$ cat config.mk
export PLATFORM = sky130hd
export DESIGN_NAME = hia_top
export DESIGN_NICKNAME = d
export VERILOG_FILES = /design/src/design/hia_pkg.sv /design/src/design/hia_top.sv /design/src/design/hia_flag_reg.sv
export SDC_FILE = /design/constraint.sdc
export NUM_CORES = 1
export LEC_CHECK = 0
export ABC_AREA = 1
export BUFFER_PORTS_ARGS = -buffer_cell sky130_fd_sc_hd__buf_2
export CAP_MARGIN = 20
export CORE_MARGIN = 4
export CORE_UTILIZATION = 48
export DETAILED_ROUTE_END_ITERATION = 7
export GPL_TIMING_DRIVEN = 0
export PLACE_DENSITY = 0.72
export SLEW_MARGIN = 30
export SYNTH_ARGS = -nofsm -noshare
export SYNTH_HDL_FRONTEND = slang
export SYNTH_SLANG_ARGS = --single-unit
$ cat constraint.sdc
create_clock -name i_ref_clk -period 0.82 [get_ports i_ref_clk]
set_input_delay 0.041 -clock i_ref_clk [delete_from_list [all_inputs] [get_ports i_ref_clk]]
set_output_delay 0.041 -clock i_ref_clk [all_outputs]
set_load 0.01 [all_outputs]
$ cat src/design/hia_pkg.sv
package hia_pkg;

   localparam int          DATA_W      = 8;
   localparam int          ADDR_W      = 8;

   // Register offsets
   localparam logic [7:0]  OFF_EN0     = 8'h30;
   localparam logic [7:0]  OFF_EN1     = 8'h31;
   localparam logic [7:0]  OFF_PEEK0   = 8'h40;
   localparam logic [7:0]  OFF_PEEK1   = 8'h41;
   localparam logic [7:0]  OFF_LPST    = 8'h42;
   localparam logic [7:0]  OFF_CLR0    = 8'h43;
   localparam logic [7:0]  OFF_CLR1    = 8'h44;

   // Field positions, status and enable 0
   localparam int          BIT_ALARM   = 4;
   localparam int          BIT_FAIL    = 3;
   localparam int          BIT_PMATCH  = 0;
   // Field positions, status and enable 1
   localparam int          BIT_RSTDONE = 4;
   localparam int          BIT_TMR1    = 3;
   localparam int          BIT_TMR0    = 2;

   // Implemented bits of each register
   localparam logic [7:0]  MASK0       = 8'h19;
   localparam logic [7:0]  MASK1       = 8'h1C;
   localparam logic [7:0]  MASK_LP     = 8'h18;
   localparam logic [7:0]  MASK_EN     = 8'hFF;
   // Enable 0 upper bits always read as ones
   localparam logic [7:0]  EN0_ONES    = 8'hC0;

   // Values after reset
   localparam logic [7:0]  RST_STAT0   = 8'h00;
   localparam logic [7:0]  RST_STAT1   = 8'h04;
   localparam logic [7:0]  RST_LPST    = 8'h00;
   localparam logic [7:0]  RST_EN0     = 8'hF7;
   localparam logic [7:0]  RST_EN1     = 8'hFF;
   localparam logic [7:0]  RST_RDATA   = 8'h00;

   typedef struct packed {
      logic alarm;
      logic osc_fail;
      logic port_match;
      logic reset_done;
      logic tmr1;
      logic tmr0;
   } hia_events_t;

   typedef struct packed {
      logic [7:0] addr;
      logic       rd;
      logic       wr;
      logic [7:0] wdata;
   } hia_reg_req_t;

endpackage : hia_pkg

$ cat src/design/hia_top.sv
`timescale 1ns/1ps
// Overview of operation
// - Any source event sets its pending flag; enabled flags pull the alert low.
// - Alert stays low until every enabled pending flag is cleared.
// - Reading a clearing status register returns its flags and clears them.
// - Writing zero to an enable bit masks that source from the alert.
// - Enabled clock events also set low-power status, which blocks their clearing.
// - Peek registers return pending flags without clearing any of them.
// - Clock alarm sets status 0 bit 4, gated by enable 0 bit 4.
// - Oscillator failure sets status 0 bit 3, gated by enable 0 bit 3.
// - Port match sets status 0 bit 0, gated by enable 0 bit 0.
// - Initialization done sets status 1 bit 4, gated by enable 1 bit 4.
// - Timer 1 rollover sets status 1 bit 3, gated by enable 1 bit 3.
// - Timer 0 rollover sets status 1 bit 2, gated by enable 1 bit 2.
// - Status 0 sits at 0x43, resets to zero, unused bits read zero.
module hia_top (
   input  wire logic                  i_ref_clk,
   input  wire logic                  i_rst,
   input  wire hia_pkg::hia_events_t  i_events,
   input  wire hia_pkg::hia_reg_req_t i_reg,
   output logic [7:0]                 o_reg_rdata,
   output logic                       o_reg_rvalid,
   output logic                       o_alert_n
);

   ////////////////////////////////////////////////////////////////////////////////
   // Decode

   wire logic       rd_clr0;
   wire logic       rd_clr1;
   wire logic       rd_peek0;
   wire logic       rd_peek1;
   wire logic       wr_en0;
   wire logic       wr_en1;
   wire logic       wr_lpst;
   wire logic [7:0] stat0;
   wire logic [7:0] stat1;
   wire logic [7:0] lpst;
   wire logic [7:0] set0;
   wire logic [7:0] set1;
   wire logic [7:0] set_lp;
   wire logic [7:0] clr0;
   wire logic [7:0] clr1;
   wire logic [7:0] clr_lp;
   wire logic [7:0] lp_hold;
   wire logic [7:0] pend_en;
   wire logic [7:0] next_rdata;
   wire logic       next_alert_n;
   logic      [7:0] irq_enable0;
   logic      [7:0] irq_enable1;

   assign rd_clr0  = i_reg.rd && (i_reg.addr == hia_pkg::OFF_CLR0);
   assign rd_clr1  = i_reg.rd && (i_reg.addr == hia_pkg::OFF_CLR1);
   assign rd_peek0 = i_reg.rd && (i_reg.addr == hia_pkg::OFF_PEEK0);
   assign rd_peek1 = i_reg.rd && (i_reg.addr == hia_pkg::OFF_PEEK1);
   assign wr_en0   = i_reg.wr && (i_reg.addr == hia_pkg::OFF_EN0);
   assign wr_en1   = i_reg.wr && (i_reg.addr == hia_pkg::OFF_EN1);
   assign wr_lpst  = i_reg.wr && (i_reg.addr == hia_pkg::OFF_LPST);

   ////////////////////////////////////////////////////////////////////////////////
   // Event capture

   assign set0 = (8'(i_events.alarm)      << hia_pkg::BIT_ALARM)
               | (8'(i_events.osc_fail)   << hia_pkg::BIT_FAIL)
               | (8'(i_events.port_match) << hia_pkg::BIT_PMATCH);
   assign set1 = (8'(i_events.reset_done) << hia_pkg::BIT_RSTDONE)
               | (8'(i_events.tmr1)       << hia_pkg::BIT_TMR1)
               | (8'(i_events.tmr0)       << hia_pkg::BIT_TMR0);

   // Only enabled clock events reach the low-power status
   assign set_lp  = set0 & irq_enable0 & hia_pkg::MASK_LP;
   // Host clears a low-power bit by writing zero to it
   assign clr_lp  = wr_lpst ? ~i_reg.wdata : 8'h00;
   assign lp_hold = lpst & hia_pkg::MASK_LP;

   // Only flags returned by the read are cleared; sets win in the cell
   assign clr0 = rd_clr0 ? (stat0 & ~lp_hold) : 8'h00;
   assign clr1 = rd_clr1 ? stat1 : 8'h00;

   hia_flag_reg #(
      .MASK  (hia_pkg::MASK0),
      .RST_V (hia_pkg::RST_STAT0)
   ) u_stat0 (
      .i_ref_clk (i_ref_clk),
      .i_rst     (i_rst),
      .i_set     (set0),
      .i_clr     (clr0),
      .o_q       (stat0)
   );

   hia_flag_reg #(
      .MASK  (hia_pkg::MASK1),
      .RST_V (hia_pkg::RST_STAT1)
   ) u_stat1 (
      .i_ref_clk (i_ref_clk),
      .i_rst     (i_rst),
      .i_set     (set1),
      .i_clr     (clr1),
      .o_q       (stat1)
   );

   hia_flag_reg #(
      .MASK  (hia_pkg::MASK_LP),
      .RST_V (hia_pkg::RST_LPST)
   ) u_lpst (
      .i_ref_clk (i_ref_clk),
      .i_rst     (i_rst),
      .i_set     (set_lp),
      .i_clr     (clr_lp),
      .o_q       (lpst)
   );

   ////////////////////////////////////////////////////////////////////////////////
   // Enables

   always_ff @(posedge i_ref_clk or posedge i_rst) begin
      if (i_rst) begin
         irq_enable0 <= hia_pkg::RST_EN0;
         irq_enable1 <= hia_pkg::RST_EN1;
      end else begin
         if (wr_en0) begin
            irq_enable0 <= i_reg.wdata;
         end
         if (wr_en1) begin
            irq_enable1 <= i_reg.wdata;
         end
      end
   end

   ////////////////////////////////////////////////////////////////////////////////
   // Alert pin and read data

   assign pend_en = (stat0 & irq_enable0 & hia_pkg::MASK0)
                  | (stat1 & irq_enable1 & hia_pkg::MASK1);
   assign next_alert_n = ~|pend_en;

   // Peeks share the flag sources but never drive a clear
   assign next_rdata =
        (i_reg.addr == hia_pkg::OFF_CLR0)  ? stat0
      : (i_reg.addr == hia_pkg::OFF_PEEK0) ? stat0
      : (i_reg.addr == hia_pkg::OFF_CLR1)  ? stat1
      : (i_reg.addr == hia_pkg::OFF_PEEK1) ? stat1
      : (i_reg.addr == hia_pkg::OFF_LPST)  ? lpst
      : (i_reg.addr == hia_pkg::OFF_EN0)   ? (irq_enable0 | hia_pkg::EN0_ONES)
      : (i_reg.addr == hia_pkg::OFF_EN1)   ? irq_enable1
      : 8'h00;

   always_ff @(posedge i_ref_clk or posedge i_rst) begin
      if (i_rst) begin
         o_reg_rdata  <= hia_pkg::RST_RDATA;
         o_reg_rvalid <= 1'b0;
         o_alert_n    <= 1'b1;
      end else begin
         o_reg_rdata  <= i_reg.rd ? next_rdata : o_reg_rdata;
         o_reg_rvalid <= i_reg.rd;
         o_alert_n    <= next_alert_n;
      end
   end
endmodule : hia_top

$ cat src/design/hia_flag_reg.sv
`timescale 1ns/1ps
// Sticky flag register: a set in the same cycle as a clear wins
module hia_flag_reg #(
   parameter logic [7:0] MASK  = 8'hFF,
   parameter logic [7:0] RST_V = 8'h00
) (
   input  wire logic       i_ref_clk,
   input  wire logic       i_rst,
   input  wire logic [7:0] i_set,
   input  wire logic [7:0] i_clr,
   output logic      [7:0] o_q
);

   wire logic [7:0] next_q;

   assign next_q = ((o_q & ~i_clr) | i_set) & MASK;

   always_ff @(posedge i_ref_clk or posedge i_rst) begin
      if (i_rst) begin
         o_q <= RST_V;
      end else begin
         o_q <= next_q;
      end
   end

endmodule : hia_flag_reg

# [After elaboration in Yosys (flattened, before gate mapping)]
# Index checks and enable logic that the tools add are counted.
[word_totals] wordCells=52 inputBits=26 output_inout_bits=10 register_bits=32
[classes] mux=10 n_reduce_logical=7 eq_ne=7 bitwise_logic=20
[ops] operator="$mux 8" n=7
[ops] operator="$eq 8x7->1 const B" n=5
[ops] operator="$and 5x5->5" n=7
[ops] operator="$not 5->5" n=5
[ops] operator="$or 5x5->5" n=4
[ops] operator="$eq 8x6->1 const B" n=2
[ops] operator="$mux 5" n=3
[ops] operator="$or 5x4->5" n=2
[ops] operator="$reduce_or 8->1" n=1
[ops] operator="$logic_and 1x1->1" n=5
[ops] operator="$or 5x1->5" n=1
[ops] operator="$or 5x3->5" n=1
[ops] operator="$logic_not 1->1" n=1

# [Longest topological paths before layout]
# Gate-level depths: netlist of run 1.
[depth] word_depth=8 mapped_depth=9

# [Cells and area by module]
# Synthesis of run 1 repeated with hierarchy kept, for this count alone.
[unflattened] cells_unflattened=315 area_unflattened_um2=2168.3
[by_module_without_submodules] mod="hia_top" seq_area_each_um2=618.1 area_each_um2=1704.1 instances=1 cells_each=253
[by_module_without_submodules] mod="hia_flag_reg (u_stat1)" seq_area_each_um2=76.3 area_each_um2=166.4 instances=1 cells_each=22
[by_module_without_submodules] mod="hia_flag_reg (u_stat0)" seq_area_each_um2=75.1 area_each_um2=165.2 instances=1 cells_each=22
[by_module_without_submodules] mod="hia_flag_reg (u_lpst)" seq_area_each_um2=50.0 area_each_um2=132.6 instances=1 cells_each=18

# [Least setup slack after synthesis of run 1]
# OpenSTA, ideal clock, no wires.
[synth_path] path_type="input to register" from="input port i_reg[17] (netlist name)" to="register irq_enable0[3]" setup_slack_ps=-87 stages=9 t_required_ps=702 arrival_ps=789 path_cell_list="inv_2 nand2_2 nor2_8 inv_4 nor2_4 nand2_4 buf_6 nand2_2 o21ai_2"
[synth_via] elab_chain_len=2
[synth_lines] element="from (decl)" line_no="hia_top.sv:20" rtl="input wire hia_pkg::hia_reg_req_t i_reg,"
[synth_lines] element="$eq 8x6->1" line_no="hia_top.sv:56" rtl="assign wr_en0 = i_reg.wr && (i_reg.addr == hia_pkg::OFF_EN0);"
[synth_lines] element="$logic_and 1x1->1" line_no="hia_top.sv:56"
[synth_lines] element="to (signal assigned)" line_no="hia_top.sv:118" rtl="irq_enable0 <= hia_pkg::RST_EN0;"
[synth_lines] element="to (signal assigned)" line_no="hia_top.sv:122" rtl="irq_enable0 <= i_reg.wdata;"
[synth_lines] element="to (decl)" line_no="hia_top.sv:49" rtl="logic [7:0] irq_enable0;"
# No other way between the ends.
# A chain may end at the register's enable or synchronous reset.

# [Worst setup path in the final report of run 1]
[layout_path] from="register irq_enable1[4]" to="register o_reg_rdata[4]"
[layout_via] elab_chain_len=7
[layout_lines] element="from (decl)" line_no="hia_top.sv:50" rtl="logic [7:0] irq_enable1;"
[layout_lines] element="from (signal assigned)" line_no="hia_top.sv:119" rtl="irq_enable1 <= hia_pkg::RST_EN1;"
[layout_lines] element="from (signal assigned)" line_no="hia_top.sv:125" rtl="irq_enable1 <= i_reg.wdata;"
[layout_lines] element="$mux 8" line_no="hia_top.sv:145" rtl=": (i_reg.addr == hia_pkg::OFF_EN1) ? irq_enable1"
[layout_lines] element="$mux 8" line_no="hia_top.sv:144" rtl=": (i_reg.addr == hia_pkg::OFF_EN0) ? (irq_enable0 | hia_pkg::EN0_ONES)"
[layout_lines] element="$mux 8" line_no="hia_top.sv:143" rtl=": (i_reg.addr == hia_pkg::OFF_LPST) ? lpst"
[layout_lines] element="$mux 8" line_no="hia_top.sv:142" rtl=": (i_reg.addr == hia_pkg::OFF_PEEK1) ? stat1"
[layout_lines] element="$mux 8" line_no="hia_top.sv:141" rtl=": (i_reg.addr == hia_pkg::OFF_CLR1) ? stat1"
[layout_lines] element="$mux 8" line_no="hia_top.sv:140" rtl=": (i_reg.addr == hia_pkg::OFF_PEEK0) ? stat0"
[layout_lines] element="$mux 8" line_no="hia_top.sv:139" rtl="(i_reg.addr == hia_pkg::OFF_CLR0) ? stat0"
[layout_lines] element="to (signal assigned)" line_no="hia_top.sv:150" rtl="o_reg_rdata <= hia_pkg::RST_RDATA;"
[layout_lines] element="to (signal assigned)" line_no="hia_top.sv:154" rtl="o_reg_rdata <= i_reg.rd ? next_rdata : o_reg_rdata;"
[layout_lines] element="to (decl)" line_no="hia_top.sv:21" rtl="output logic [7:0] o_reg_rdata,"
# No other way between the ends.

==> impl_metrics.json, run 1 <==
{
  "layout_worst_path_cycle_share": 1.259,
  "grt_first_pass_wirelength_mm": 6.748,
  "timing.hold.ws_ns": 0.04881,
  "slew_headroom": 0.6517,
  "number_of_violations_reported_at_the_end_of_detailed_routing_iteration_0": 72,
  "tritoncts": "built",
  "io_pins": 36,
  "clk_pin_slew_worst_paths_ns": 0.10,
  "number_of_placement_rows": 21,
  "antennaDiodeCount": 0,
  "finished_layout_cells": 331,
  "hold-path-endpoint": "o_reg_rdata[0]",
  "class_of_the_worst_hold_path": "in2reg",
  "die_h_um": 67.39,
  "synthDominantAreaCellType": "sky130_fd_sc_hd__dfrtp_1",
  "place_congestion": 0.8233,
  "cts-htree-levels": 2,
  "cpMaxStageDelayCell": "sky130_fd_sc_hd__dfstp_2",
  "cp_data_arrival_time_ns": 1.31,
  "post-route-util": 0.7626,
  "worst_r2r_startpoint": "irq_enable1[4]",
  "clock_tree.buffer_depth": 2,
  "status": "finished, violations left",
  "maxCapViolCount": 0,
  "syn-instance-count": 200,
  "setup_viol": 17,
  "violations": "negative setup slack",
  "initial_utilization": 0.5033,
  "synth-seq-area-share": 0.4841,
  "synthesis.yosys.warnings": 0,
  "ys_dominant_reg_cell": "sky130_fd_sc_hd__dfrtp_1",
  "avgRoutedWirePerCell_um": 12.82,
  "hold_violations": 0,
  "grt.overflow.total": 0,
  "critical_path.n_buffers_inverters": 0,
  "vdd.ir_drop.worst_v": 0.001300,
  "yosysMostFrequentCell": "sky130_fd_sc_hd__nand2_1",
  "largest_delay_contributor_family_on_the_critical_path": "flip-flops",
  "area_of_the_mapped_netlist_mm2": 0.001693,
  "worstSetupPathType": "reg2reg",
  "pwr_density_cell_mw_per_mm2": 1387,
  "detail_route.drc_violations": 0,
  "fraction_of_layout_instances_using_a_drive_strength_above_1": 0.4877,
  "synthTopCellsByArea": "sky130_fd_sc_hd__dfrtp_1 (25%), sky130_fd_sc_hd__dfstp_2 (23%), sky130_fd_sc_hd__nand2_1 (14%)",
  "critPathRequiredTime_ns": 1.10,
  "post_detail_place_hpwl_mm": 2.713,
  "hp-start": "i_reg[9]",
  "r2r.worst_path.cells": 6,
  "layout_min_cycle_time_ns": 1.033,
  "cts_inserted_buffers": 5,
  "core_area_mm2": 0.003363,
  "capturing_point_of_the_worst_reg2reg_path": "o_reg_rdata[4]",
  "final.setup.worst_slack_ns": -0.2125,
  "cts.sink_count": 32,
  "setup_crit_end_kind": "flip-flop",
  "drt_pass1_iterations": 4,
  "fmax_mhz": 968.5,
  "rrSetupSlack_ns": -0.21,
  "ys_top_cells_by_count": "sky130_fd_sc_hd__nand2_1 (61), sky130_fd_sc_hd__inv_1 (28), sky130_fd_sc_hd__dfrtp_1 (17), sky130_fd_sc_hd__nand3_1 (17), sky130_fd_sc_hd__dfstp_2 (15)",
  "clk-insertion-delay-late_ns": 0.33,
  "final_nets": 310,
  "crit_path_cell_trace": "nand3_1 > nand3_1 > nand2_1 > nand2_1 > nand2_1 > nand2_1",
  "route.vias.total": 1573,
  "yosys.cell_types.count": 26,
  "worstPathMaxFanout": 2,
  "post_synth.cell_area_avg_um2": 8.464,
  "track_usage": 0.2030,
  "io_buffer_count": 35,
  "synth_largest_type_area_fraction": 0.2513,
  "worst_hold_path.num_cells": 3,
  "totalWireLength_mm": 4.242,
  "timing_max_transition_violations_final": 0,
  "leakage_nw": 1.354,
  "pin_count_of_the_biggest_net_entering_global_routing": 33,
  "max_slew.worst_pin.slew_ns": 0.5219,
  "preCtsSetupSlack_ns": -0.3912,
  "ys_seq_elements": 32,
  "initial_antenna_violation_count": 0,
  "syn_to_final_growth_pct": 51.52,
  "dieArea_mm2": 0.004541,
  "die_w_um": 67.39,
  "drt.antenna.violating_nets": 0,
  "synth-edff-count": 0,
  "worst_path_largest_cell_delay_ns": 0.56,
  "cpMostUsedCell": "sky130_fd_sc_hd__nand2_1",
  "cts.root.buffer_cell": "sky130_fd_sc_hd__clkbuf_4",
  "unrepaired_setup_endpoints_after_global_routing": "yes",
  "power.total_mw": 3.557,
  "clock_skew_ns": 0.006274,
  "worst_setup_path_start_kind": "flip-flop",
  "placedCellCount": 281,
  "first_global_vias": 1559,
  "synth_fp_nets": 226,
  "startpoint": "irq_enable1[4]",
  "synth-async-reset-ratio": 1.000,
  "via_per_inst": 4.752
}
-- area by class of cell --
cell class                 count  area, µm²
timing repair buffer          77      588.1
inverter                      32      143.9
fill                         256      798.3
buffer                         3      38.79
clock buffer                   7      65.06
clock inverter                 1      30.03
tap                           46      57.56
multi-input combinational    133      822.0
sequential                    32      819.5
-- cell usage in the layout (no fill, tap or decap), types with 8 or more instances in the layout --
| cell | netlist | final |
|---|---|---|
| sky130_fd_sc_hd__nand2_1 | 61 | 54 |
| sky130_fd_sc_hd__buf_2 | 0 | 32 |
| sky130_fd_sc_hd__inv_1 | 28 | 27 |
| sky130_fd_sc_hd__buf_4 | 0 | 19 |
| sky130_fd_sc_hd__dlygate4sd3_1 | 0 | 17 |
| sky130_fd_sc_hd__dfrtp_1 | 17 | 17 |
| sky130_fd_sc_hd__dfstp_2 | 15 | 15 |
| sky130_fd_sc_hd__o21ai_2 | 12 | 12 |
| sky130_fd_sc_hd__nand2_2 | 9 | 11 |
| sky130_fd_sc_hd__nand3_1 | 17 | 11 |
| sky130_fd_sc_hd__buf_6 | 2 | 8 |
-- worst max-delay path by stage --
stage	end	depth (start not counted)
after global placement	u_stat1.o_q[4]	6
after global routing	o_reg_rdata[4]	6
after detailed placement	u_stat1.o_q[4]	6
after CTS	o_alert_n	1
after floorplan	o_reg_rdata[4]	6
final	o_reg_rdata[4]	6
-- worst min-delay path: cells and delay by family --
kind                   cells  cell delay [ns]
buffers and inverters      1             0.14
and+or+nand+nor            1             0.13
AOI/OAI and AO/OA          1             0.04
-- sequential cells by signal, indices dropped and copies added, names as in the netlist --
signal,cells
u_lpst.o_q,2
o_reg_rdata,8
o_reg_rvalid,1
u_stat1.o_q,3
irq_enable0,6
irq_enable1,8
o_alert_n,1
u_stat0.o_q,3
-- metrics by stage --
stage / area [µm²] / TNS [ns]
2_1_floorplan: 1735 / -0.3310
3_3_place_gp: 1968 / -15.93
3_5_place_dp: 1968 / -8.851
4_1_cts: 2345 / -1.561
5_1_grt: 2565 / -2.587
6_report: 2565 / -1.557
-- where the power goes --
group          total [mW]  internal (mW)  switching [mW]
logic               0.500          0.249           0.251
clock network        1.34          0.809           0.535
registers            1.71           1.67          0.0443
-- cells by family (layout without fill, tap and decap cells) --
logic type             count (synthesis)  after routing  synth area share
and+or+nand+nor                      104            104            0.3067
buffers and inverters                 35            120           0.08795
DFF                                   32             32            0.4841
AOI/OAI and AO/OA                     29             29            0.1212
-- routing by layer --
metal  GRT usage  vias up  wire [µm]
met5           0        -          0
met4     0.07342        0         89
met3     0.06156       10        228
met2      0.3497       42       2173
li1            -      799          -
met1      0.2378      722       1749
-- repair_timing --
action	CTS	global route
pin swaps	4	15
endpoints found under the hold margin	42	0
setup buffers	8	17
endpoints found under the setup margin	20	58
gates resized for setup	11	24
hold buffers	17	0
cloned	0	1
Note: power is estimated with default switching activity, not from simulation.
==> inputs of run 2 (changes only) <==
Settings changed: CORE_ASPECT_RATIO from default to 0.8.
==> run 2 against run 1 <==
  * The flow finishes with violations (negative hold slack, negative setup slack)
  * Worst hold slack got worse by 0.21 ns
  * Sequential power barely moved
  * Cell count fell by 5.1%
  * Register-to-register slack improved by 0.04 ns
  * Via count fell by 2.2%
  * Combinational power fell by 3%
  * First-iteration DRC count rose by 13%
  * Power fell by 1.1%
  * Maximum frequency rose by 4.4%
  * Clock-buffer cell count rose by 1
==> impl_metrics.json, run 2 (synthesized netlist as in run 1, its figures left out) <==
{
  "multiInputGateArea_um2": 845.8,
  "number_of_violations_reported_at_the_end_of_detailed_routing_iteration_0": 81,
  "timing_max_transition_violations_final": 0,
  "final.setup.worst_slack_ns": -0.1687,
  "clock_tree.buffer_depth": 2,
  "detail_route.drc_violations": 0,
  "worstSetupPathType": "reg2reg",
  "cpMostUsedCell": "sky130_fd_sc_hd__nand2_1",
  "setup_crit_end_kind": "flip-flop",
  "hold_violations": 17,
  "worstPathMaxFanout": 3,
  "fmax_mhz": 1011,
  "core_area_mm2": 0.003243,
  "layout_worst_path_cycle_share": 1.206,
  "clock_skew_ns": 0.007293,
  "tritoncts": "built",
  "cts-hold-fix-buffers": 9,
  "number_of_placement_rows": 18,
  "critPathRequiredTime_ns": 1.04,
  "grt_first_pass_wirelength_mm": 6.548,
  "r2r.worst_path.cells": 6,
  "rrSetupSlack_ns": -0.17,
  "status": "finished, violations left",
  "fillers": 223,
  "largest_delay_contributor_family_on_the_critical_path": "flip-flops",
  "syn_to_final_growth_pct": 46.27,
  "violations": "negative hold slack, negative setup slack",
  "unrepaired_setup_endpoints_after_global_routing": "yes",
  "vdd.ir_drop.worst_v": 0.001066,
  "critical_path.n_buffers_inverters": 0,
  "drt_pass1_iterations": 4,
  "crit_path_cell_trace": "nand3_2 > nand3_2 > nand2_2 > nand2_1 > nand2_1 > nand2_1",
  "layout_commonest_cell": "sky130_fd_sc_hd__nand2_1",
  "worst_path_largest_cell_delay_ns": 0.56,
  "cts-htree-levels": 2,
  "dieArea_mm2": 0.004547,
  "track_usage": 0.1941,
  "class_of_the_worst_hold_path": "in2async",
  "via_per_inst": 4.898,
  "max_slew.worst_pin.slew_ns": 0.6442,
  "antennaDiodeCount": 0,
  "first_global_vias": 1428,
  "place_congestion": 0.8439,
  "registers_with_the_highest_flip_flop_counts": "irq_enable1 (8), o_reg_rdata (8), irq_enable0 (6)",
  "clk-insertion-delay-late_ns": 0.28,
  "timing.hold.ws_ns": -0.1616,
  "worst_r2r_startpoint": "irq_enable0[4]",
  "slew_headroom": 0.5699,
  "pwr_density_cell_mw_per_mm2": 1420,
  "worst_setup_path_start_kind": "flip-flop",
  "post_detail_place_hpwl_mm": 2.626,
  "io_pins": 36,
  "pin_count_of_the_biggest_net_entering_global_routing": 33,
  "cts.root.buffer_cell": "sky130_fd_sc_hd__clkbuf_8",
  "grt.overflow.total": 0,
  "die_w_um": 74.40,
  "route.vias.total": 1538,
  "placedCellCount": 275,
  "area.sequential_um2": 820.8,
  "fraction_of_layout_instances_using_a_drive_strength_above_1": 0.5073,
  "avgRoutedWirePerCell_um": 13.30,
  "final_nets": 299,
  "cts_inserted_buffers": 5,
  "cp_data_arrival_time_ns": 1.21,
  "maxCapViolCount": 0,
  "layout.cells.most_common_list": "sky130_fd_sc_hd__nand2_1 (55), sky130_fd_sc_hd__buf_2 (31), sky130_fd_sc_hd__inv_1 (26)",
  "initial_utilization": 0.5220,
  "clk_pin_slew_worst_paths_ns": 0.07,
  "cts.sink_count": 32,
  "io_buffer_count": 35,
  "initial_antenna_violation_count": 0,
  "leakage_nw": 1.314,
  "drt.antenna.violating_nets": 0,
  "capturing_point_of_the_worst_reg2reg_path": "o_reg_rdata[4]",
  "setup_viol": 18,
  "totalWireLength_mm": 4.175,
  "cpMaxStageDelayCell": "sky130_fd_sc_hd__dfstp_2",
  "finished_layout_cells": 314,
  "die_h_um": 61.12,
  "layout_min_cycle_time_ns": 0.9887
}
## run 2: through the flow
| stage | util | setup TNS, ns | setup slack (ns) | total power [mW] | cell area (µm²) |
|---|---|---|---|---|---|
| after floorplan | - | -0.3310 | -0.07216 | 1.930 | 1735 |
| after global placement | 0.6046 | -15.98 | -0.3464 | 2.079 | 1961 |
| after detailed placement | 0.6046 | -8.345 | -0.3698 | 2.081 | 1961 |
| after CTS | 0.7180 | -0.8127 | -0.1671 | 3.479 | 2328 |
| after global routing | 0.7635 | -1.991 | -0.2403 | 3.660 | 2476 |
| final | 0.7635 | -0.9960 | -0.1687 | 3.516 | 2476 |
## run 2: what timing repair did
action	4_1_cts	5_1_grt
setup buffers	13	8
pin swaps	12	19
endpoints found under the setup margin	24	35
hold endpoints to repair	28	17
gates cloned	1	0
gates resized for setup	12	24
## run 2: worst max-delay path by stage
stage | start | slack [ns] | to | cells past startpoint
after detailed placement | i_reg[16] | -0.37 | u_stat1.o_q[3] | 6
after global routing | irq_enable0[4] | -0.24 | o_reg_rdata[4] | 6
after floorplan | irq_enable1[4] | -0.07 | o_reg_rdata[4] | 6
final | irq_enable0[4] | -0.17 | o_reg_rdata[4] | 6
after CTS | irq_enable1[4] | -0.17 | o_reg_rdata[4] | 6
after global placement | i_rst | -0.35 | u_lpst.o_q[3] | 2
## run 2: worst register-to-register path, cell delays in order (launching register included)
cell                      delay [ns]
sky130_fd_sc_hd__dfstp_2        0.56
sky130_fd_sc_hd__nand3_2        0.07
sky130_fd_sc_hd__nand3_2        0.08
sky130_fd_sc_hd__nand2_2        0.06
sky130_fd_sc_hd__nand2_1        0.05
sky130_fd_sc_hd__nand2_1        0.06
sky130_fd_sc_hd__nand2_1        0.06
## run 2: cell type report
class                      instances  area share
inverter                          32     0.05761
sequential                        32      0.3315
clock buffer                       8     0.04042
timing repair buffer              66      0.1950
buffer                             3     0.01364
multi-input combinational        133      0.3416
tap                               40     0.02021
## run 2: report_power, final
group / switching (mW) / total [mW] / internal [mW] / leakage [nW]
clock network: 0.556 / 1.32 / 0.765 / 0.0515
registers: 0.0411 / 1.71 / 1.67 / 0.351
logic: 0.255 / 0.484 / 0.229 / 0.912
total: 0.852 / 3.52 / 2.66 / 1.31
## run 2: routing by layer
metal | share of wire | GRT usage | vias up
met2 | 0.47 | 0.3091 | 39
met4 | 0.012 | 0.06091 | 0
met5 | 0 | 0 | -
met1 | 0.46 | 0.2646 | 714
met3 | 0.056 | 0.04568 | 7
li1 | - | - | 778
==> inputs of run 3 (changes only) <==
Settings changed: PLACE_DENSITY 0.72 to default, PLACE_DENSITY_LB_ADDON from default to 0.05, RECOVER_POWER from default to 25.
==> run 3 against run 2 <==
  * The flow still finishes with violations (negative hold slack, negative setup slack)
  * Global-route usage is 0.88 points higher
  * Cell count fell by 1.3%
  * Critical path depth unchanged
  * Critical path type unchanged
  * Largest cell class unchanged
  * Largest power group unchanged
  * Highest routed layer unchanged
==> impl_metrics.json, run 3 (synthesized netlist as in run 1, its figures left out) <==
{
  "status": "finished, violations left",
  "violations": "negative hold slack, negative setup slack",
  "fmax_mhz": 976.8,
  "cp_data_arrival_time_ns": 1.25,
  "syn_to_final_growth_pct": 42.35,
  "first_global_vias": 1418,
  "setup_crit_end_kind": "flip-flop",
  "grt_first_pass_wirelength_mm": 6.755,
  "class_of_the_worst_hold_path": "in2async",
  "cts-hold-fix-buffers": 9,
  "grt.overflow.total": 0,
  "die_h_um": 61.12,
  "core_area_mm2": 0.003243,
  "post_detail_place_hpwl_mm": 2.899,
  "io_buffer_count": 35,
  "cts_inserted_buffers": 5,
  "final_nets": 295,
  "unrepaired_setup_endpoints_after_global_routing": "yes",
  "timing.hold.ws_ns": -0.1508,
  "worst_setup_path_start_kind": "flip-flop",
  "clock_tree.buffer_depth": 2,
  "layout_commonest_cell": "sky130_fd_sc_hd__nand2_1",
  "avgRoutedWirePerCell_um": 14.32,
  "via_per_inst": 5.055,
  "timing_max_transition_violations_final": 0,
  "critical_path.n_buffers_inverters": 0,
  "pin_count_of_the_biggest_net_entering_global_routing": 33,
  "initial_utilization": 0.5220,
  "worst_path_largest_cell_delay_ns": 0.58,
  "placedCellCount": 275,
  "cts-htree-levels": 2,
  "finished_layout_cells": 310,
  "setup_viol": 18,
  "layout_worst_path_cycle_share": 1.248,
  "cpMaxStageDelayCell": "sky130_fd_sc_hd__dfstp_2",
  "vdd.ir_drop.worst_v": 0.001237,
  "slew_headroom": 0.5487,
  "final.setup.worst_slack_ns": -0.2037,
  "tritoncts": "built",
  "clock_skew_ns": 0.007301,
  "totalWireLength_mm": 4.440,
  "layout_min_cycle_time_ns": 1.024,
  "crit_path_cell_trace": "nand3_2 > nand3_2 > nand2_2 > nand2_1 > nand2_1 > nand2_1",
  "drt.antenna.violating_nets": 0,
  "track_usage": 0.2029,
  "cts.sink_count": 32,
  "number_of_violations_reported_at_the_end_of_detailed_routing_iteration_0": 118,
  "worstPathMaxFanout": 3,
  "worstSetupPathType": "reg2reg",
  "cts.root.buffer_cell": "sky130_fd_sc_hd__clkbuf_8",
  "io_pins": 36,
  "clk-insertion-delay-late_ns": 0.29,
  "fraction_of_layout_instances_using_a_drive_strength_above_1": 0.5148,
  "max_slew.worst_pin.slew_ns": 0.6760,
  "layout.cells.most_common_list": "sky130_fd_sc_hd__nand2_1 (49), sky130_fd_sc_hd__buf_2 (33), sky130_fd_sc_hd__inv_1 (26)",
  "number_of_placement_rows": 18,
  "initial_antenna_violation_count": 0,
  "dieArea_mm2": 0.004547,
  "largest_delay_contributor_family_on_the_critical_path": "flip-flops",
  "pwr_density_cell_mw_per_mm2": 1423,
  "cpMostUsedCell": "sky130_fd_sc_hd__nand2_1",
  "leakage_nw": 1.274,
  "hold_violations": 17,
  "registers_with_the_highest_flip_flop_counts": "irq_enable1 (8), o_reg_rdata (8), irq_enable0 (6)",
  "die_w_um": 74.40,
  "detail_route.drc_violations": 0,
  "antennaDiodeCount": 0,
  "maxCapViolCount": 0,
  "drt_pass1_iterations": 4,
  "route.vias.total": 1567,
  "clk_pin_slew_worst_paths_ns": 0.07,
  "critPathRequiredTime_ns": 1.05,
  "place_congestion": 0.8570
}
[run 3: cell types whose count changed in the layout (fill, tap and decap cells not counted), moves of 2 or more]
| cell | before | now |
|---|---|---|
| sky130_fd_sc_hd__buf_2 | 31 | 33 |
| sky130_fd_sc_hd__buf_4 | 19 | 14 |
| sky130_fd_sc_hd__nand2_1 | 55 | 49 |
| sky130_fd_sc_hd__nand2_2 | 10 | 17 |
| sky130_fd_sc_hd__nor2_2 | 1 | 3 |
[run 3: what timing repair did]
item                                   4_1_cts  5_1_grt
setup endpoints to repair                   35       36
pin swaps                                   12       17
setup buffers                               15        3
gates resized for setup                     11       26
endpoints found under the hold margin       27       17
[run 3: worst reg2reg max path, stage by stage, from the launching register on]
cell	delay (ns)
sky130_fd_sc_hd__dfstp_2	0.58
sky130_fd_sc_hd__nand3_2	0.08
sky130_fd_sc_hd__nand3_2	0.08
sky130_fd_sc_hd__nand2_2	0.06
sky130_fd_sc_hd__nand2_1	0.06
sky130_fd_sc_hd__nand2_1	0.06
sky130_fd_sc_hd__nand2_1	0.05
[run 3: path summary, 6_finish.rpt]
check	start	end	slack, ns	depth (start not counted)
setup / recovery	irq_enable0[4]	o_reg_rdata[4]	-0.20	6
hold / removal	i_rst	o_reg_rdata[0]	-0.15	2
setup reg to reg	irq_enable0[4]	o_reg_rdata[4]	-0.20	6
hold reg to reg	o_reg_rdata[5]	o_reg_rdata[5]	0.47	2
max in group asynchronous	i_rst	u_stat0.o_q[4]	0.52	2
min in group i_ref_clk	i_reg[0]	irq_enable0[0]	0.01	3
[run 3: power by group]
part	total (mW)	leakage (nW)	internal (mW)	switching (mW)
logic	0.479	0.876	0.220	0.259
registers	1.71	0.353	1.67	0.0431
clock network	1.24	0.0455	0.684	0.553
[run 3: metal layers]
metal | track usage | wire [µm]
met5 | 0 | 0
met4 | 0.06599 | 83
met3 | 0.05057 | 350
met2 | 0.3317 | 2116
met1 | 0.2671 | 1889
[run 3: layout make-up]
class                           instances  area (µm²)
Fill cell                             238       833.3
Multi-Input combinational cell        133       840.8
Sequential cell                        32       819.5
Tap cell                               40       50.05
Inverter                               32       142.6
Buffer                                  3       38.79
Timing Repair Buffer                   62       427.9
Clock buffer                            8       90.09
[run 3: through the flow]
stage               instance area (µm²)  TNS (ns)  total power, mW  setup WS (ns)  utilization
floorplan                          1735   -0.3310            1.930       -0.07216            -
global placement                   1961    -14.09            2.070        -0.3403       0.6046
detailed placement                 1961    -8.793            2.090        -0.3440       0.6046
CTS                                2300   -0.8564            3.404        -0.1520       0.7091
global route                       2410    -2.116            3.584        -0.2376       0.7431
finish                             2410    -1.118            3.428        -0.2037       0.7431
